--- src/ppfs_consts.vh ---
// constants for the port pin function select block
// assumes it is included by bare name from the design files
`ifndef PPFS_CONSTS_VH
`define PPFS_CONSTS_VH

// ==========================================================
// port codes carried on cfg_port_i
// ==========================================================
`define PPFS_PORT0 3'h0
`define PPFS_PORT2 3'h1
`define PPFS_PORT4 3'h2
`define PPFS_PORT5 3'h3
`define PPFS_PORT6 3'h4
`define PPFS_PORT8 3'h5
`define PPFS_PORTC 3'h6

// ==========================================================
// field codes carried on cfg_field_i
// ==========================================================
`define PPFS_FLD_DIR 2'h0
`define PPFS_FLD_PLU 2'h1
`define PPFS_FLD_DAT 2'h2
`define PPFS_FLD_FUNC 2'h3

// ==========================================================
// per-bit reset values: input mode, pull-up off, ordinary port
// ==========================================================
`define PPFS_DIR_RST 1'b0
`define PPFS_PLU_RST 1'b0
`define PPFS_DAT_RST 1'b0
`define PPFS_FUNC_RST 1'b0

// ==========================================================
// port 2 pin positions of the serial functions
// ==========================================================
`define PPFS_P2_TX0 0
`define PPFS_P2_CLK0 1
`define PPFS_P2_RX0 2
`define PPFS_P2_TX1 3
`define PPFS_P2_CLK1 4
`define PPFS_P2_RX1 5

`endif

--- src/ppfs_pin_cell.v ---
// ppfs_pin_cell: registered pad logic for a group of port bits
// assumes config comes from flip-flops and pad inputs are synchronous
`timescale 1ns/1ns

module ppfs_pin_cell #(
  parameter W = 2
) (
  input wire clk_sys_i,
  input wire rstn_i,
  input wire [W-1:0] dir_i,
  input wire [W-1:0] plu_i,
  input wire [W-1:0] dat_i,
  input wire [W-1:0] func_i,
  input wire [W-1:0] alt_out_i,
  input wire [W-1:0] pin_i,
  output reg [W-1:0] pin_o,
  output reg [W-1:0] pin_oe_o,
  output reg [W-1:0] pin_pu_o,
  output reg [W-1:0] read_o,
  output reg [W-1:0] alt_in_o
);

  // ========================================================
  // next values of the pad controls
  // ========================================================
  wire [W-1:0] pin_nxt; // alternate or latch data
  wire [W-1:0] pu_nxt; // pull-up gated by input mode
  wire [W-1:0] alt_in_nxt; // peripheral input when routed

  // output data: peripheral when selected, else the latch
  assign pin_nxt = (func_i & alt_out_i) | (~func_i & dat_i);
  // pull-up only while the pin is an input
  assign pu_nxt = plu_i & ~dir_i;
  // peripheral sees the pin only when selected and input
  assign alt_in_nxt = func_i & ~dir_i & pin_i;

  // ========================================================
  // pad registers
  // ========================================================
  // registered so pads never glitch on config decode
  always @(posedge clk_sys_i)
  begin
    if (!rstn_i)
    begin
      pin_o <= {W{1'b0}};
      pin_oe_o <= {W{1'b0}};
      pin_pu_o <= {W{1'b0}};
      read_o <= {W{1'b0}};
      alt_in_o <= {W{1'b0}};
    end
    else
    begin
      pin_o <= pin_nxt;
      pin_oe_o <= dir_i; // direction bit drives enable
      pin_pu_o <= pu_nxt;
      read_o <= pin_i; // reads return the pin level
      alt_in_o <= alt_in_nxt;
    end
  end

endmodule // ppfs_pin_cell

--- src/ppfs_top.v ---
// ppfs_top: direction, pull-up and data for ports 0, 2, 4, 5, 6, 8 and C,
// function select for ports 0, 2, 4 and 5, and routing to serial and timer blocks
// assumes one clock, synchronous pad inputs, and a cpu side that
// writes one field of one port per strobe
`timescale 1ns/1ns
`include "ppfs_consts.vh"

module ppfs_top (
  input wire clk_sys_i,
  input wire rstn_i,
  // configuration write port
  input wire cfg_we_i,
  input wire [2:0] cfg_port_i,
  input wire [1:0] cfg_field_i,
  input wire [7:0] cfg_wdata_i,
  // port 0 pads
  input wire [3:0] port0_pin_i,
  output wire [3:0] port0_pin_o,
  output wire [3:0] port0_pin_oe_o,
  output wire [3:0] port0_pullup_o,
  output wire [3:0] port0_read_o,
  // port 2 pads
  input wire [5:0] port2_pin_i,
  output wire [5:0] port2_pin_o,
  output wire [5:0] port2_pin_oe_o,
  output wire [5:0] port2_pullup_o,
  output wire [5:0] port2_read_o,
  // port 4 pads
  input wire [1:0] port4_pin_i,
  output wire [1:0] port4_pin_o,
  output wire [1:0] port4_pin_oe_o,
  output wire [1:0] port4_pullup_o,
  output wire [1:0] port4_read_o,
  // port 5 pads
  input wire [1:0] port5_pin_i,
  output wire [1:0] port5_pin_o,
  output wire [1:0] port5_pin_oe_o,
  output wire [1:0] port5_pullup_o,
  output wire [1:0] port5_read_o,
  // port 6 pads
  input wire [1:0] port6_pin_i,
  output wire [1:0] port6_pin_o,
  output wire [1:0] port6_pin_oe_o,
  output wire [1:0] port6_pullup_o,
  output wire [1:0] port6_read_o,
  // port 8 pads
  input wire [5:0] port8_pin_i,
  output wire [5:0] port8_pin_o,
  output wire [5:0] port8_pin_oe_o,
  output wire [5:0] port8_pullup_o,
  output wire [5:0] port8_read_o,
  // port C pads, bits 2 to 7
  input wire [7:2] portc_pin_i,
  output wire [7:2] portc_pin_o,
  output wire [7:2] portc_pin_oe_o,
  output wire [7:2] portc_pullup_o,
  output wire [7:2] portc_read_o,
  // serial channels
  input wire serial_tx_out_ch0_i,
  input wire serial_tx_out_ch1_i,
  input wire serial_clk_io_ch0_i,
  input wire serial_clk_io_ch1_i,
  output wire serial_rx_in_ch0_o,
  output wire serial_rx_in_ch1_o,
  output wire serial_clk_io_ch0_o,
  output wire serial_clk_io_ch1_o,
  // 8-bit timers 0,1,4,5,6,7 in bit order 0..5
  input wire [5:0] timer8_pulse_i,
  output wire [5:0] timer8_event_o,
  // 16-bit timer pins a and b
  input wire [1:0] wide_timer_out_i,
  output wire [1:0] wide_timer_event_o
);

  // ========================================================
  // configuration registers
  // ========================================================
  reg [3:0] port0_direction_r; // 1 = output
  reg [3:0] port0_pullup_enable_r; // 1 = pull-up wanted
  reg [3:0] port0_data_r; // output data latch
  reg [3:0] port0_function_select_r; // 1 = timer pin
  reg [5:0] port2_direction_r;
  reg [5:0] port2_pullup_enable_r;
  reg [5:0] port2_data_r;
  reg [5:0] port2_function_select_r; // 1 = serial pin
  reg [1:0] port4_direction_r;
  reg [1:0] port4_pullup_enable_r;
  reg [1:0] port4_data_r;
  reg [1:0] port4_function_select_r; // 1 = timer pin
  reg [1:0] port5_direction_r;
  reg [1:0] port5_pullup_enable_r;
  reg [1:0] port5_data_r;
  reg [1:0] port5_function_select_r; // 1 = wide timer pin
  reg [1:0] port6_direction_r;
  reg [1:0] port6_pullup_enable_r;
  reg [1:0] port6_data_r;
  reg [5:0] port8_direction_r;
  reg [5:0] port8_pullup_enable_r;
  reg [5:0] port8_data_r;
  reg [7:2] portc_direction_r;
  reg [7:2] portc_pullup_enable_r;
  reg [7:2] portc_data_r;

  // ========================================================
  // write decode
  // ========================================================
  // strobes for the four fields of one port, one bit per field
  // code; a write to the unmapped port code matches nothing
  function [3:0] wr_hit;
    input we;
    input [2:0] port;
    input [1:0] field;
    input [2:0] want_port;
    begin
      wr_hit = (we && port == want_port) ? 4'h1 << field : 4'h0;
    end
  endfunction

  // field strobes per port; plain ports leave the function strobe
  // unread, so a function write to them is dropped
  wire [3:0] we_p0 = wr_hit(cfg_we_i, cfg_port_i, cfg_field_i, `PPFS_PORT0);
  wire [3:0] we_p2 = wr_hit(cfg_we_i, cfg_port_i, cfg_field_i, `PPFS_PORT2);
  wire [3:0] we_p4 = wr_hit(cfg_we_i, cfg_port_i, cfg_field_i, `PPFS_PORT4);
  wire [3:0] we_p5 = wr_hit(cfg_we_i, cfg_port_i, cfg_field_i, `PPFS_PORT5);
  wire [3:0] we_p6 = wr_hit(cfg_we_i, cfg_port_i, cfg_field_i, `PPFS_PORT6);
  wire [3:0] we_p8 = wr_hit(cfg_we_i, cfg_port_i, cfg_field_i, `PPFS_PORT8);
  wire [3:0] we_pc = wr_hit(cfg_we_i, cfg_port_i, cfg_field_i, `PPFS_PORTC);

  // ========================================================
  // register update
  // ========================================================
  // every field resets to input, pull-up off, ordinary port;
  // unused data bits of a write are dropped
  always @(posedge clk_sys_i)
  begin
    if (!rstn_i)
    begin
      port0_direction_r <= {4{`PPFS_DIR_RST}};
      port0_pullup_enable_r <= {4{`PPFS_PLU_RST}};
      port0_data_r <= {4{`PPFS_DAT_RST}};
      port0_function_select_r <= {4{`PPFS_FUNC_RST}};
      port2_direction_r <= {6{`PPFS_DIR_RST}};
      port2_pullup_enable_r <= {6{`PPFS_PLU_RST}};
      port2_data_r <= {6{`PPFS_DAT_RST}};
      port2_function_select_r <= {6{`PPFS_FUNC_RST}};
      port4_direction_r <= {2{`PPFS_DIR_RST}};
      port4_pullup_enable_r <= {2{`PPFS_PLU_RST}};
      port4_data_r <= {2{`PPFS_DAT_RST}};
      port4_function_select_r <= {2{`PPFS_FUNC_RST}};
      port5_direction_r <= {2{`PPFS_DIR_RST}};
      port5_pullup_enable_r <= {2{`PPFS_PLU_RST}};
      port5_data_r <= {2{`PPFS_DAT_RST}};
      port5_function_select_r <= {2{`PPFS_FUNC_RST}};
      port6_direction_r <= {2{`PPFS_DIR_RST}};
      port6_pullup_enable_r <= {2{`PPFS_PLU_RST}};
      port6_data_r <= {2{`PPFS_DAT_RST}};
      port8_direction_r <= {6{`PPFS_DIR_RST}};
      port8_pullup_enable_r <= {6{`PPFS_PLU_RST}};
      port8_data_r <= {6{`PPFS_DAT_RST}};
      portc_direction_r <= {6{`PPFS_DIR_RST}};
      portc_pullup_enable_r <= {6{`PPFS_PLU_RST}};
      portc_data_r <= {6{`PPFS_DAT_RST}};
    end
    else
    begin
      // port 0
      if (we_p0[`PPFS_FLD_DIR]) port0_direction_r <= cfg_wdata_i[3:0];
      if (we_p0[`PPFS_FLD_PLU]) port0_pullup_enable_r <= cfg_wdata_i[3:0];
      if (we_p0[`PPFS_FLD_DAT]) port0_data_r <= cfg_wdata_i[3:0];
      if (we_p0[`PPFS_FLD_FUNC]) port0_function_select_r <= cfg_wdata_i[3:0];
      // port 2
      if (we_p2[`PPFS_FLD_DIR]) port2_direction_r <= cfg_wdata_i[5:0];
      if (we_p2[`PPFS_FLD_PLU]) port2_pullup_enable_r <= cfg_wdata_i[5:0];
      if (we_p2[`PPFS_FLD_DAT]) port2_data_r <= cfg_wdata_i[5:0];
      if (we_p2[`PPFS_FLD_FUNC]) port2_function_select_r <= cfg_wdata_i[5:0];
      // port 4
      if (we_p4[`PPFS_FLD_DIR]) port4_direction_r <= cfg_wdata_i[1:0];
      if (we_p4[`PPFS_FLD_PLU]) port4_pullup_enable_r <= cfg_wdata_i[1:0];
      if (we_p4[`PPFS_FLD_DAT]) port4_data_r <= cfg_wdata_i[1:0];
      if (we_p4[`PPFS_FLD_FUNC]) port4_function_select_r <= cfg_wdata_i[1:0];
      // port 5
      if (we_p5[`PPFS_FLD_DIR]) port5_direction_r <= cfg_wdata_i[1:0];
      if (we_p5[`PPFS_FLD_PLU]) port5_pullup_enable_r <= cfg_wdata_i[1:0];
      if (we_p5[`PPFS_FLD_DAT]) port5_data_r <= cfg_wdata_i[1:0];
      if (we_p5[`PPFS_FLD_FUNC]) port5_function_select_r <= cfg_wdata_i[1:0];
      // port 6: plain port, per-bit direction and pull-up
      if (we_p6[`PPFS_FLD_DIR]) port6_direction_r <= cfg_wdata_i[1:0];
      if (we_p6[`PPFS_FLD_PLU]) port6_pullup_enable_r <= cfg_wdata_i[1:0];
      if (we_p6[`PPFS_FLD_DAT]) port6_data_r <= cfg_wdata_i[1:0];
      // port 8: plain port here, pwm routing lives elsewhere
      if (we_p8[`PPFS_FLD_DIR]) port8_direction_r <= cfg_wdata_i[5:0];
      if (we_p8[`PPFS_FLD_PLU]) port8_pullup_enable_r <= cfg_wdata_i[5:0];
      if (we_p8[`PPFS_FLD_DAT]) port8_data_r <= cfg_wdata_i[5:0];
      // port C: data bit n sits at write bit n
      if (we_pc[`PPFS_FLD_DIR]) portc_direction_r <= cfg_wdata_i[7:2];
      if (we_pc[`PPFS_FLD_PLU]) portc_pullup_enable_r <= cfg_wdata_i[7:2];
      if (we_pc[`PPFS_FLD_DAT]) portc_data_r <= cfg_wdata_i[7:2];
    end
  end

  // ========================================================
  // alternate output routing
  // ========================================================
  // receive pins have no peripheral output, so they keep the
  // latch; a receive pin set to output is thus an ordinary bit
  wire [5:0] port2_alt_out; // serial outputs by pin
  wire [5:0] port2_alt_in; // pins seen by the serial block
  wire [3:0] port0_alt_in; // timer 0,1,4,5 events
  wire [1:0] port4_alt_in; // timer 6,7 events
  wire [1:0] port5_alt_in; // wide timer events

  assign port2_alt_out = {port2_data_r[`PPFS_P2_RX1],
                          serial_clk_io_ch1_i,
                          serial_tx_out_ch1_i,
                          port2_data_r[`PPFS_P2_RX0],
                          serial_clk_io_ch0_i,
                          serial_tx_out_ch0_i};

  // ========================================================
  // alternate input routing
  // ========================================================
  // the cell gives zero when the function or input mode is off,
  // so a peripheral never sees an ordinary port bit
  assign serial_rx_in_ch0_o = port2_alt_in[`PPFS_P2_RX0];
  assign serial_rx_in_ch1_o = port2_alt_in[`PPFS_P2_RX1];
  assign serial_clk_io_ch0_o = port2_alt_in[`PPFS_P2_CLK0];
  assign serial_clk_io_ch1_o = port2_alt_in[`PPFS_P2_CLK1];
  assign timer8_event_o = {port4_alt_in, port0_alt_in};
  assign wide_timer_event_o = port5_alt_in;

  // ========================================================
  // pad cells
  // ========================================================
  // port 0: 8-bit timer pins 0,1,4,5
  ppfs_pin_cell #(.W(4)) u_port0 (
    .clk_sys_i(clk_sys_i), .rstn_i(rstn_i),
    .dir_i(port0_direction_r), .plu_i(port0_pullup_enable_r),
    .dat_i(port0_data_r),
    .func_i(port0_function_select_r),
    .alt_out_i(timer8_pulse_i[3:0]),
    .pin_i(port0_pin_i), .pin_o(port0_pin_o),
    .pin_oe_o(port0_pin_oe_o), .pin_pu_o(port0_pullup_o),
    .read_o(port0_read_o), .alt_in_o(port0_alt_in)
  );

  // port 2: serial channels 0 and 1
  ppfs_pin_cell #(.W(6)) u_port2 (
    .clk_sys_i(clk_sys_i), .rstn_i(rstn_i),
    .dir_i(port2_direction_r), .plu_i(port2_pullup_enable_r),
    .dat_i(port2_data_r), .alt_out_i(port2_alt_out),
    .func_i(port2_function_select_r),
    .pin_i(port2_pin_i), .pin_o(port2_pin_o),
    .pin_oe_o(port2_pin_oe_o), .pin_pu_o(port2_pullup_o),
    .read_o(port2_read_o), .alt_in_o(port2_alt_in)
  );

  // port 4: 8-bit timer pins 6,7
  ppfs_pin_cell #(.W(2)) u_port4 (
    .clk_sys_i(clk_sys_i), .rstn_i(rstn_i),
    .dir_i(port4_direction_r), .plu_i(port4_pullup_enable_r),
    .dat_i(port4_data_r),
    .func_i(port4_function_select_r),
    .alt_out_i(timer8_pulse_i[5:4]),
    .pin_i(port4_pin_i), .pin_o(port4_pin_o),
    .pin_oe_o(port4_pin_oe_o), .pin_pu_o(port4_pullup_o),
    .read_o(port4_read_o), .alt_in_o(port4_alt_in)
  );

  // port 5: wide timer; timer or pwm choice is the timer's own
  ppfs_pin_cell #(.W(2)) u_port5 (
    .clk_sys_i(clk_sys_i), .rstn_i(rstn_i),
    .dir_i(port5_direction_r), .plu_i(port5_pullup_enable_r),
    .dat_i(port5_data_r),
    .func_i(port5_function_select_r),
    .alt_out_i(wide_timer_out_i),
    .pin_i(port5_pin_i), .pin_o(port5_pin_o),
    .pin_oe_o(port5_pin_oe_o), .pin_pu_o(port5_pullup_o),
    .read_o(port5_read_o), .alt_in_o(port5_alt_in)
  );

  // port 6: no alternate function
  ppfs_pin_cell #(.W(2)) u_port6 (
    .clk_sys_i(clk_sys_i), .rstn_i(rstn_i),
    .dir_i(port6_direction_r), .plu_i(port6_pullup_enable_r),
    .dat_i(port6_data_r), .func_i(2'h0), .alt_out_i(2'h0),
    .pin_i(port6_pin_i), .pin_o(port6_pin_o),
    .pin_oe_o(port6_pin_oe_o), .pin_pu_o(port6_pullup_o),
    .read_o(port6_read_o), .alt_in_o()
  );

  // port 8: no alternate function in this block
  ppfs_pin_cell #(.W(6)) u_port8 (
    .clk_sys_i(clk_sys_i), .rstn_i(rstn_i),
    .dir_i(port8_direction_r), .plu_i(port8_pullup_enable_r),
    .dat_i(port8_data_r), .func_i(6'h00), .alt_out_i(6'h00),
    .pin_i(port8_pin_i), .pin_o(port8_pin_o),
    .pin_oe_o(port8_pin_oe_o), .pin_pu_o(port8_pullup_o),
    .read_o(port8_read_o), .alt_in_o()
  );

  // port C: analog use is decided outside this block
  ppfs_pin_cell #(.W(6)) u_portc (
    .clk_sys_i(clk_sys_i), .rstn_i(rstn_i),
    .dir_i(portc_direction_r), .plu_i(portc_pullup_enable_r),
    .dat_i(portc_data_r), .func_i(6'h00), .alt_out_i(6'h00),
    .pin_i(portc_pin_i), .pin_o(portc_pin_o),
    .pin_oe_o(portc_pin_oe_o), .pin_pu_o(portc_pullup_o),
    .read_o(portc_read_o), .alt_in_o()
  );

endmodule // ppfs_top

--- config.mk ---
export PLATFORM = sky130hd
export DESIGN_NAME = ppfs_top
export DESIGN_NICKNAME = d
export VERILOG_FILES = /design/src/ppfs_pin_cell.v /design/src/ppfs_top.v
export VERILOG_INCLUDE_DIRS = /design/src
export SDC_FILE = /design/constraint.sdc
export NUM_CORES = 1
export LEC_CHECK = 0
export BUFFER_PORTS_ARGS = -buffer_cell sky130_fd_sc_hd__buf_2
export CAP_MARGIN = 10
export CORE_MARGIN = 2
export CORE_UTILIZATION = 47
export CTS_BUF_LIST = sky130_fd_sc_hd__clkbuf_16
export DETAILED_ROUTE_END_ITERATION = 16
export PLACE_DENSITY = 0.84
export SLEW_MARGIN = 10
export SYNTH_ARGS = -nofsm -noshare
export SYNTH_HDL_FRONTEND = slang
export SYNTH_SLANG_ARGS = --single-unit
--- constraint.sdc ---
create_clock -name clk_sys_i -period 1.4 [get_ports clk_sys_i]
set_clock_uncertainty 0.1 [all_clocks]
set_input_delay 0.28 -clock clk_sys_i [delete_from_list [all_inputs] [get_ports clk_sys_i]]
set_output_delay 0.28 -clock clk_sys_i [all_outputs]
set_load 0.02 [all_outputs]
# [Word level (Yosys, flattened, before mapping)]
# Cells that the tools add are included.
[word_totals] register_bits=224 latchBits=0 mem_bits_rw=0 romBits=0 n_memories=0
[classes] n_addsub=0 n_mul=0 n_div=0 magnitude_cmp=0 n_eq_ne=6 shifts=1 muxes=7 bitwise=38 reduce_logical=8
[op_table] cell="6-bit bitwise AND" n=7
[op_table] cell="6-bit inverter" n=4
[op_table] cell="2-bit bitwise AND" n=11
[op_table] cell="4-bit bitwise AND" n=5
[op_table] cell="4-bit two-way mux" n=4
[op_table] cell="2-bit inverter" n=5
[op_table] cell="3-bit equality test, second input constant" n=3
[op_table] cell="3-bit two-way mux" n=3
[op_table] cell="4-bit inverter" n=2
[op_table] cell="1-bit logical AND" n=7
[op_table] cell="3-bit by 2-bit equality test with 1-bit output, second input constant" n=2
[op_table] cell="6-bit bitwise OR" n=1
[op_table] cell="2-bit bitwise OR" n=2
[op_table] cell="4-bit bitwise OR" n=1
[op_table] cell="1-bit by 2-bit << shifter with 4-bit output, first input constant" n=1
[op_table] cell="3-bit by 1-bit equality test with 1-bit output, second input constant" n=1
[op_table] cell="3-bit zero test" n=1

# [Logic depth before layout (Yosys ltp)]
# Gate-level depths: netlist (run 1).
[depth] depth_word=3 mapped_depth=6 mapped_depth_nobuf=3

# [Modules after synthesis]
# From an unflattened synthesis (run 1), not the netlist that was laid out.
[unflattened] hier_cells=699 area_unflattened_um2=7852.5
[by_module_without_submodules] mod="ppfs_top" n_inst=1 cells_each=363 area_per_inst_um2=3684.8
[by_module_without_submodules] mod="ppfs_pin_cell at u_port2 ..." n_inst=3 cells_each=73 area_per_inst_um2=893.4
[by_module_without_submodules] mod="ppfs_pin_cell at u_port4 ..." n_inst=3 cells_each=23 area_per_inst_um2=300.3
[by_module_without_submodules] mod="ppfs_pin_cell at u_port0" n_inst=1 cells_each=48 area_per_inst_um2=586.8

# [Worst setup path after synthesis (run 1)]
# Ideal clock, no wire load.
[synth_timing] path_type="in2reg" from="input cfg_field_i[0]" to="register port8_data_r[2]" setup_ps=129 arrival_time_ps=1120 required_ps=1171 slack_ps=51 cell_stages=6 n_path_buf=3 cell_sequence="buf_4 -> nand2b_1 -> clkbuf_1 -> clkbuf_1 -> o21ai_0 -> o31ai_1"
[synth_via] elab_chain_cells=2
[synth_lines] item="from (decl)" line="ppfs_top.v:14" text="input wire [1:0] cfg_field_i,"
[synth_lines] item="1-bit by 2-bit << shifter with 4-bit output" line="ppfs_top.v:115" text="wr_hit = (we && port == want_port) ? 4'h1 << field : 4'h0;"
[synth_lines] item="3-bit two-way mux" line="ppfs_top.v:115"
[synth_lines] item="to (signal assigned)" line="ppfs_top.v:159" text="port8_data_r <= {6{`PPFS_DAT_RST}};"
[synth_lines] item="to (signal assigned)" line="ppfs_top.v:193" text="if (we_p8[`PPFS_FLD_DAT]) port8_data_r <= cfg_wdata_i[5:0];"
[synth_lines] item="to (decl)" line="ppfs_top.v:99" text="reg [5:0] port8_data_r;"
# Every way passes these cells.
# A chain may end at the register's enable or synchronous reset.

# [Worst setup path in the final report (run 1)]
[layout_timing] from="register u_port4.pin_pu_o[1]" to="output port4_pullup_o[1]"
[layout_lines] item="from (decl)" line="ppfs_pin_cell.v:18" text="output reg [W-1:0] pin_pu_o,"
[layout_lines] item="from (signal assigned)" line="ppfs_pin_cell.v:47" text="pin_pu_o <= {W{1'b0}};"
[layout_lines] item="from (signal assigned)" line="ppfs_pin_cell.v:55" text="pin_pu_o <= pu_nxt;"
[layout_lines] item="to (decl)" line="ppfs_top.v:32" text="output wire [1:0] port4_pullup_o,"
# No word-level cell between the ends.

==> results of run 1 <==
-- layout make-up --
| class | count | area, sq um | area share (%) |
|---|---|---|---|
| clock buffers | 23 | 576 | 5.97 |
| clock inverters | 14 | 110 | 1.14 |
| inverters | 32 | 120 | 1.25 |
| multi-input cells | 344 | 2400 | 25.0 |
| flip-flops and latches | 222 | 4440 | 46.1 |
| well taps | 184 | 230 | 2.39 |
| repair buffers | 261 | 1750 | 18.2 |
-- per-layer routing --
metal  routed length, microns  up-vias
li1                         -     2566
met1                     6920     2410
met3                      771       26
met2                     8120      143
met5                        0        -
met4                      300        0
-- stage by stage --
stage          TNS [ns]  util [%]  total power [mW]  instance area, sq um  worst slack (ns)
6_report              0      65.8              12.7                  9630            0.0302
5_1_grt               0      65.8              13.1                  9630           0.00294
4_1_cts               0      65.6              12.8                  9610           0.00172
3_5_place_dp      -4.97      58.2              7.14                  8530            -0.204
3_3_place_gp      -3.17      58.2              7.13                  8530            -0.117
2_1_floorplan         0         -              6.84                  7110            0.0513
-- kinds of logic after synthesis --
kind of cell,after synthesis,share of synthesized area [%]
flip-flops,222,62.5
AND/OR/NAND/NOR,222,17.9
multiplexers,98,13.8
buffers and inverters,66,3.69
AO/OA/AOI/OAI,24,2.11
-- Yosys cell counts --
master and count:
sky130_fd_sc_hd__nand2b_1 2, sky130_fd_sc_hd__nand4b_2 2, sky130_fd_sc_hd__dfxtp_1 222, sky130_fd_sc_hd__and3b_1 39
sky130_fd_sc_hd__and3_1 1, sky130_fd_sc_hd__clkbuf_1 24, sky130_fd_sc_hd__or3_1 1, sky130_fd_sc_hd__nor2b_1 16
sky130_fd_sc_hd__and4bb_2 2, sky130_fd_sc_hd__and4bb_1 1, sky130_fd_sc_hd__o31ai_1 12, sky130_fd_sc_hd__mux2i_1 98
sky130_fd_sc_hd__and2_1 40, sky130_fd_sc_hd__nand2_1 107, sky130_fd_sc_hd__buf_2 9, sky130_fd_sc_hd__o21ai_0 12
sky130_fd_sc_hd__nor2_1 5, sky130_fd_sc_hd__nor3_4 2, sky130_fd_sc_hd__nand4b_1 1, sky130_fd_sc_hd__nor4b_2 1
sky130_fd_sc_hd__buf_4 1, sky130_fd_sc_hd__nor2_2 2, sky130_fd_sc_hd__inv_1 32
-- repair_timing --
action	4_1_cts	5_1_grt
gates resized for setup	0	9
hold endpoints to repair	40	0
setup endpoints to repair	0	9
hold buffers	40	0
-- worst max-delay path by stage --
stage                                   start                          to  depth (start not counted)
after floorplan                cfg_field_i[0]             port8_data_r[2]                          6
after global placement          cfg_port_i[2]        portc_direction_r[4]                          6
after detailed placement        cfg_port_i[2]  port0_function_select_r[0]                          5
after CTS                    u_port8.pin_o[0]              port8_pin_o[0]                          1
after global routing      u_portc.pin_oe_o[1]           portc_pin_oe_o[3]                          1
final                     u_port4.pin_pu_o[1]           port4_pullup_o[1]                          1
-- power groups by stage --
stage	clock (mW)	sequential, mW	combinational [mW]
2_1_floorplan	0	6.62	0.220
3_3_place_gp	0	6.55	0.581
3_5_place_dp	0	6.55	0.590
4_1_cts	5.71	6.41	0.679
5_1_grt	5.97	6.42	0.732
6_report	5.59	6.41	0.679
==> results list, run 1 <==
- In this run the number of H-tree levels came out at 1.
* Reg2Reg Launch Point: port2_function_select_r[4]
- In the global route stage, met1 resource usage came out at 24.0%.
- Clock buffer count from CTS: 22
* Final global-route overflow total: 0
* Dominant cell type by area after synthesis: sky130_fd_sc_hd__dfxtp_1
- Portion of total power attributed to combinational logic: 5.4%
- The number of global-route vias before repair came to 5105.
* Global routing met3 resource utilization: 3.64%
- Among all stages on the critical path, the largest delay is contributed by sky130_fd_sc_hd__dfxtp_1.
* Cells traversed along the worst timing path: buf_2
- Synthesized Nets: 688
- Once the floorplan was initialized, standard cells occupied 48.6% of the core.
- Highest ir drop seen on vdd: 0.941 mV
* # setup viols final: 0
- Final hold violation count: 0
* Number of nets in the finished design: 939
* Kind of end point of the critical path: output pin
- Netlist area before placement: 7110 sq um
* Initial antenna violation count: 0
* Clock tree sinks: 222
- Power spread over the standard cell area amounts to 1320 nW/um^2.
- Power Internal: 10.0 mW
- Startpoint of the most critical hold path: cfg_wdata_i[7]
- Global routing used 35.7% of the available met2 tracks.
- Pin slew with the least headroom to its limit: 0.400 ns
- STA puts the critical path data arrival time at 0.99 ns.
- Result of the run: finished, final reports clean
- Startpoint type of the worst setup path: register
- Wires add up to 16100 microns.
* Overall die area: 16100 sq um
- For the finished layout, the period the worst path requires is 1.37 ns.
* Part of the total power dissipated in sequential elements: 50.6%
- Drt pass-1 iters: 5
- DRC Markers: 0
- Final weighted congestion of routability-driven global placement: 0.733
- In this run the horizontal extent of the chip is 127 microns.
- In this run the worst hold path is classified as input pin to register.
- Most common cell after layout, fill and taps aside: sky130_fd_sc_hd__dfxtp_1
- The first routing iteration left 229 violations.
- Of all nets on the critical path, the largest fanout is 1.
- Filler instances: 1101
- Buffers on Ports: 179
- From synthesis to final layout, the design area changed by 35.5%.
- In this run the critical register-to-register path is captured at u_port2.pin_o[4].
- Yosys printed 0 warnings.
* Depth of the worst register-to-register path: 2
* Final Non-Filler Cells: 1080
- Worst path required time: 1.02 ns
* CTS clk-pin slew, worst paths: 0.06 ns
* Bufs on Longest Clock Path: 3
- Standby leakage power: 4.87 nW
- Most Used Layer, Global Route: met2
- Share of the synthesized area in the top cell type: 62.5%
- The count of nets left with antenna violations once routing finished came out at 0.
- Highest-count cells in the layout ignoring fill and taps: sky130_fd_sc_hd__dfxtp_1 (222), sky130_fd_sc_hd__buf_2 (169), sky130_fd_sc_hd__nand2_1 (107)
- Reported max-cap violation count: 0
* Timing-limited maximum frequency: 730 MHz
- Wire length of the first global-routing pass: 25700 microns
- Together, buffers and inverters on the worst path number 1.
* Number of placement rows: 44
- Switching power summed over all nets: 2.66 mW
* Maximum number of pins on one net before global-route repair: 45
- The clock network burns 44.1% of the power.
- The post-route netlist has 28.7% of its cells at a drive strength greater than 1.
- The core region is 14600 sq um.
- Once the clock tree was built, the setup fixing pass inserted 0 buffers.
- The repair_antennas step left the layout with diodes totalling 0.
* Number of instances in the synthesized netlist: 632
- Number of cells after detailed placement: 1003
- The later pin in the worst-skew pair is clocked with a latency of 0.49 ns.
- GRT Util Overall: 19.7%
* CTS tree: yes
* Vert. Die Dim: 127 microns
- The synthesized design contains 222 register bits.
- Hold Crit Depth: 3
- After legalization and detailed placement, the total HPWL measured 10500 microns.
* Cell type group with the largest total delay on the critical path: flip-flops
- Leading cell types by total area after synthesis: sky130_fd_sc_hd__dfxtp_1 (62%), sky130_fd_sc_hd__mux2i_1 (14%), sky130_fd_sc_hd__nand2_1 (5.6%)
- For flop-to-flop paths, the worst setup slack is 0.53 ns.
- DR WL/cell: 14.9 microns
* Master cell of the clock root buffer: sky130_fd_sc_hd__clkbuf_16
- The largest single stage delay on the critical path is 0.33 ns.
- Mean instance size in the synthesized netlist: 11.3 sq um
* Vias: 5145
- Crit share post-route: 97.8%
- Top-Level Pins: 180
- Count of different cell masters after synthesis: 23
- Setup repair after global routing missed its margin: false
* Slew headroom: 73.3%
* Worst Hold Endpoint: portc_data_r[7]
* Number of slew-limit violations in the final report: 0
- Fin Hold WS: 0.0211 ns
- In this run switching power makes up 21.0% of total power.
- Post-synthesis sequential area ratio: 62.5%
- Using the TritonRoute via totals, the vias-per-cell ratio works out to 4.76.
- The critical path in this run is classified as register to output pin.
Power figures use the tool's default switching activity.
==> inputs of run 2 (changes only) <==
--- a/config.mk
+++ b/config.mk
@@ -9,4 +9,5 @@
 export BUFFER_PORTS_ARGS = -buffer_cell sky130_fd_sc_hd__buf_2
 export CAP_MARGIN = 10
+export CORE_ASPECT_RATIO = 1.5
 export CORE_MARGIN = 2
 export CORE_UTILIZATION = 47
--- a/constraint.sdc
+++ b/constraint.sdc
@@ -3,3 +3,3 @@
 set_input_delay 0.28 -clock clk_sys_i [delete_from_list [all_inputs] [get_ports clk_sys_i]]
 set_output_delay 0.28 -clock clk_sys_i [all_outputs]
-set_load 0.02 [all_outputs]
+set_load 0.05 [all_outputs]
==> results list, run 2 (synthesis results as in run 1) <==
- The run finished with clean final reports.
* Max stage delay on crit path: 0.36 ns
- Initial antenna violation count: 0
- DRC violation total after the first TritonRoute iteration: 145
- The worst register-to-register path begins at port4_function_select_r[1].
- Drt pass-1 iters: 4
* Cells traversed along the worst timing path: buf_6
- Clock-pin slew was measured on the worst setup and hold paths at 0.07 ns.
- The repair_antennas step left the layout with diodes totalling 0.
* Clock tree sinks: 222
- The number of slew-limit violations in the final report came to 0.
- DRC Markers: 0
* Cell with the largest stage delay on the worst path: sky130_fd_sc_hd__dfxtp_1
- CTS tree: yes
* DR WL/cell: 16.6 microns
- CTS built an H-tree with a depth of 1.
* Clock buffer count from CTS: 20
- The number of buffers and inverters on the critical path is 1.
* Highest-count cells in the layout ignoring fill and taps: sky130_fd_sc_hd__dfxtp_1 (213), sky130_fd_sc_hd__nand2_1 (107), sky130_fd_sc_hd__buf_4 (103)
- Timing-limited maximum frequency: 717 MHz
- The die is 155 microns tall.
- The clock reaches the later pin of the worst-skew pair after 0.48 ns.
* Worst path required time: 1.02 ns
- Kind of end point of the critical path: output pin
- Worst setup path category: register to output pin
- Post-synthesis to final-layout area growth: 42.4%
- Master cell of the clock root buffer: sky130_fd_sc_hd__clkbuf_16
- Of the cells placed in the final design, the portion with a size suffix greater than 1 is 29.9%.
* Reported max-cap violation count: 0
- Power spread over the standard cell area amounts to 1230 nW/um^2.
- The routed layout has 5290 vias.
- The critical path starts at u_port2.read_o[1].
- Global routing used 20.9% of the available tracks.
* Setup WS post-layout: 0.00496 ns
- The die covers 16200 sq um.
* Standby leakage power: 4.89 nW
* Bufs on Longest Clock Path: 3
* Number of placement rows: 55
- Starting density of the core: 47.6%
- Buffers on Ports: 179
* Highest ir drop seen on vdd: 0.986 mV
* R2r endpoint: u_port4.pin_o[1]
- The worst register-to-register path has a depth of 2.
- Detailed placement ended at an HPWL of 11100 microns.
- Along the worst path, the maximum fanout reaches 1.
- Standard cell core area: 14900 sq um
* Final global-route overflow total: 0
- Wire length of the first global-routing pass: 27100 microns
* Top-Level Pins: 180
* # setup viols final: 0
* Startpoint type of the worst setup path: register
- Worst setup slack after placement: -0.202 ns
* Most common cell after layout, fill and taps aside: sky130_fd_sc_hd__dfxtp_1
* Worst Hold Endpoint: portc_data_r[7]
- The final critical path takes up 99.6% of the cycle.
- For flop-to-flop paths, the worst setup slack is 0.49 ns.
* Slew headroom: 74.3%
- Cell type group with the largest total delay on the critical path: flip-flops
* Data arrival time of the worst path: 1.02 ns
- Hold crit path type: input pin to register
* Startpoint of the most critical hold path: cfg_wdata_i[7]
* Pin slew with the least headroom to its limit: 0.385 ns
- Routability-driven placement finished with a final weighted congestion of 0.782.
- Remaining antenna violation count: 0
- The number of global-route vias before repair came to 5423.
* Final critical-path required period: 1.40 ns
- WL final: 18200 microns
- Final hold violation count: 0
- After detailed routing, the number of vias per cell comes to 4.83.
- The final layout contains 939 nets.
- Share of the core filled with cells: 67.8%
- Entering global routing, the biggest net connects 37 pins.
- Die Span X: 104 microns
- Hold Crit Depth: 3
## run 2: changes by cell type in the layout (fill, tap and decap cells not counted), sizes merged
cell	before	now
inv	34	35
clkinvlp	1	2
buf	221	223
clkinv	9	8
clkbuf	23	21
bufinv	2	1
## run 2: final cells by class
type / count / area, sq um
clock buffer: 21 / 526
fill: 1067 / 4810
sequential: 222 / 4460
inverter: 32 / 120
timing repair buffer: 263 / 2270
clock inverter: 14 / 97.6
tap: 199 / 249
multi-input combinational: 344 / 2400
## run 2: power breakdown
part | switching, mW | total (mW) | internal [mW]
Clock | 2.31 | 5.22 | 2.91
Sequential | 0.0323 | 6.42 | 6.39
Combinational | 0.493 | 0.860 | 0.367
## run 2: routing by layer
| metal | GRT usage (%) | vias to the layer above | wire length [microns] |
|---|---|---|---|
| met5 | 0 | - | 0 |
| met4 | 8.49 | 0 | 690 |
| met3 | 3.16 | 48 | 768 |
| met2 | 40.4 | 148 | 9960 |
| met1 | 22.3 | 2526 | 6750 |
| li1 | - | 2568 | - |
## run 2: metrics by stage
stage	power (mW)	instances	hold WS [ns]	TNS [ns]	area, sq um
floorplan	6.97	632	0.291	0	7110
CTS	12.6	1095	0.0311	0	9940
global placement	7.26	1020	0.315	-3.03	8570
global route	12.8	1095	0.0449	-0.156	10100
finish	12.5	1095	0.0386	0	10100
detailed placement	7.27	1020	0.317	-4.55	8570
## run 2: worst max-delay path by stage
stage               cells past startpoint              endpoint  slack [ns]
floorplan                               6       port8_data_r[2]        0.05
global placement                        5  port0_direction_r[3]       -0.18
detailed placement                      5  port0_direction_r[1]       -0.20
CTS                                     1    serial_rx_in_ch1_o      0.0002
global route                            1       port8_read_o[1]       -0.02
finish                                  1       port2_read_o[1]       0.005
## run 2: repair_timing
| item | 4_1_cts | 5_1_grt |
|---|---|---|
| gates resized for setup | 134 | 55 |
| setup endpoints to repair | 124 | 50 |
| buffers inserted | 0 | 0 |
| hold buffers | 40 | 0 |
| hold endpoints to repair | 40 | 0 |
| pin swaps | 0 | 0 |
==> inputs of run 3 (changes only) <==
- CORE_UTILIZATION: 47 -> 48
- PLACE_DENSITY: 0.84 -> 0.82
- clock period: 1.4 -> 1.5 ns (I/O delays scaled with it)
==> results list, run 3 (synthesis results as in run 1) <==
- Highest-count cells in the layout ignoring fill and taps: sky130_fd_sc_hd__dfxtp_1 (222), sky130_fd_sc_hd__buf_2 (160), sky130_fd_sc_hd__nand2_1 (107)
- Top-Level Pins: 180
- Share of the core filled with cells: 65.8%
* Buffers on Ports: 179
- HPWL reported at the end of detailed placement: 10900 microns
- Static timing analysis puts the maximum clock frequency at 676 MHz.
- Measured along the x axis, the die boundary spans 103 microns.
* Worst setup slack after placement: -0.0967 ns
- The total overflow left after global routing is 0.
* Kind of end point of the critical path: output pin
- Hold crit path type: input pin to register
- Worst-Skew Late Latency: 0.49 ns
- Placed standard-cell area: 8480 sq um
- Reported max-cap violation count: 0
- Initial antenna violation count: 1
- Cell type group with the largest total delay on the critical path: flip-flops
* Vias: 5098
* Max stage delay on crit path: 0.37 ns
- In this run the static leakage power is 4.81 nW.
- Remaining antenna violation count: 0
- Clock buffer count from CTS: 20
- Cell with the largest stage delay on the worst path: sky130_fd_sc_hd__dfxtp_1
- The first TritonRoute pass finished after 4 iterations.
- Filler instances: 1099
- TritonCTS built the clock tree.
* Number of buffer and inverter stages on the critical path: 1
- From synthesis to final layout, the design area changed by 34.4%.
* Standard cell core area: 14500 sq um
* Reg-to-reg setup timing slack: 0.62 ns
- Final Non-Filler Cells: 1084
- Setup WS post-layout: 0.0215 ns
* Design Area, Final: 9560 sq um
- IR analysis of the VDD net gives a maximum drop of 0.853 mV.
- Max FO, Critical Path: 1
* Final critical-path required period: 1.48 ns
- Worst path required time: 1.10 ns
- GRT Util Overall: 20.0%
- Crit share post-route: 98.6%
- The floorplan has 54 rows.
* Clock tree sinks: 222
* Data arrival time of the worst path: 1.08 ns
- The first routing iteration left 109 violations.
* Final weighted congestion of routability-driven global placement: 0.825
* Number of cells after detailed placement: 1009
- Slew headroom: 69.8%
* Cells traversed along the worst timing path: buf_4
- Wire length of the first global-routing pass: 25000 microns
- Setup violations remaining at the end of the flow were counted as 0.
- WL final: 16200 microns
- After routing, the total negative slack on setup checks comes to 0 ns.
* DRC Markers: 0
- Pin slew with the least headroom to its limit: 0.452 ns
- Clock-pin slew was measured on the worst setup and hold paths at 0.07 ns.
- Overall die area: 15800 sq um
- Entering global routing, the biggest net connects 58 pins.
- Dividing total power by cell area gives a power density of 1220 nW/um^2.
- The initial utilization of the core area, before any placement, comes to 49.0%.
* Vert. Die Dim: 153 microns
- Master cell of the clock root buffer: sky130_fd_sc_hd__clkbuf_16
- Post-CTS Setup Repair Bufs: 0
- Share of cells above drive strength 1: 28.2%
- At the end of the flow, the number of nets in the layout was 930.
- Number of global-route vias before repair: 5067
- Final hold violation count: 0
- In this run the number of H-tree levels came out at 1.
- Number of slew-limit violations in the final report: 0
* DR WL/cell: 15.0 microns
* Bufs on Longest Clock Path: 3
- Using the TritonRoute via totals, the vias-per-cell ratio works out to 4.70.
- Most common cell after layout, fill and taps aside: sky130_fd_sc_hd__dfxtp_1
- STA classifies the critical path startpoint as a register.
- Result of the run: finished, final reports clean
- The setup path with the least slack is of type register to output pin.
## run 3: cell count changes in the layout (fill, tap and decap cells not counted), moves of 9 or more
cell / delta
sky130_fd_sc_hd__buf_2: +106
sky130_fd_sc_hd__buf_6: -56
sky130_fd_sc_hd__buf_4: -67
sky130_fd_sc_hd__dfxtp_1: +9
sky130_fd_sc_hd__dfxtp_2: -9
sky130_fd_sc_hd__clkbuf_4: +11
## run 3: final cells by class
cell class | count | area, sq um | area share (%)
multi-input combinational | 344 | 2400 | 25.2
inverter | 32 | 120 | 1.26
clock inverter | 14 | 109 | 1.14
sequential | 222 | 4440 | 46.5
clock buffer | 21 | 526 | 5.50
antenna | 1 | 2.50 | 0.0262
tap | 196 | 245 | 2.57
timing repair buffer | 254 | 1700 | 17.8
## run 3: metal layers
metal | share of wire, % | up-vias | track usage (%)
li1 | - | 2544 | -
met1 | 39 | 2374 | 22.2
met2 | 53 | 151 | 36.2
met3 | 5.2 | 29 | 3.57
met4 | 2.9 | 0 | 8.52
met5 | 0 | - | 0
## run 3: timing repair
action | 4_1_cts | 5_1_grt
hold buffers | 39 | 0
setup endpoints to repair | 6 | 12
hold endpoints to repair | 39 | 0
gates resized for setup | 6 | 13
cloned | 0 | 0
## run 3: stage by stage
| step | hold WS, ns | power [mW] |
|---|---|---|
| final | 0.00402 | 11.7 |
| after global routing | 0.0163 | 12.1 |
| after CTS | 0.0160 | 11.7 |
| after detailed placement | 0.322 | 6.77 |
| after global placement | 0.297 | 6.76 |
| after floorplan | 0.291 | 6.50 |
## run 3: where the power goes
group          internal, mW  switching (mW)
logic                 0.292           0.446
registers              5.96          0.0226
clock network          2.86            2.07
## run 3: path summary, 6_finish.rpt
check	start	endpoint	cells after the start
max	u_port8.pin_oe_o[0]	port8_pin_oe_o[0]	1
min	timer8_pulse_i[3]	u_port0.pin_o[3]	3
max reg2reg	port0_function_select_r[3]	u_port0.pin_o[3]	2
min reg2reg	port8_direction_r[0]	u_port8.pin_pu_o[0]	1
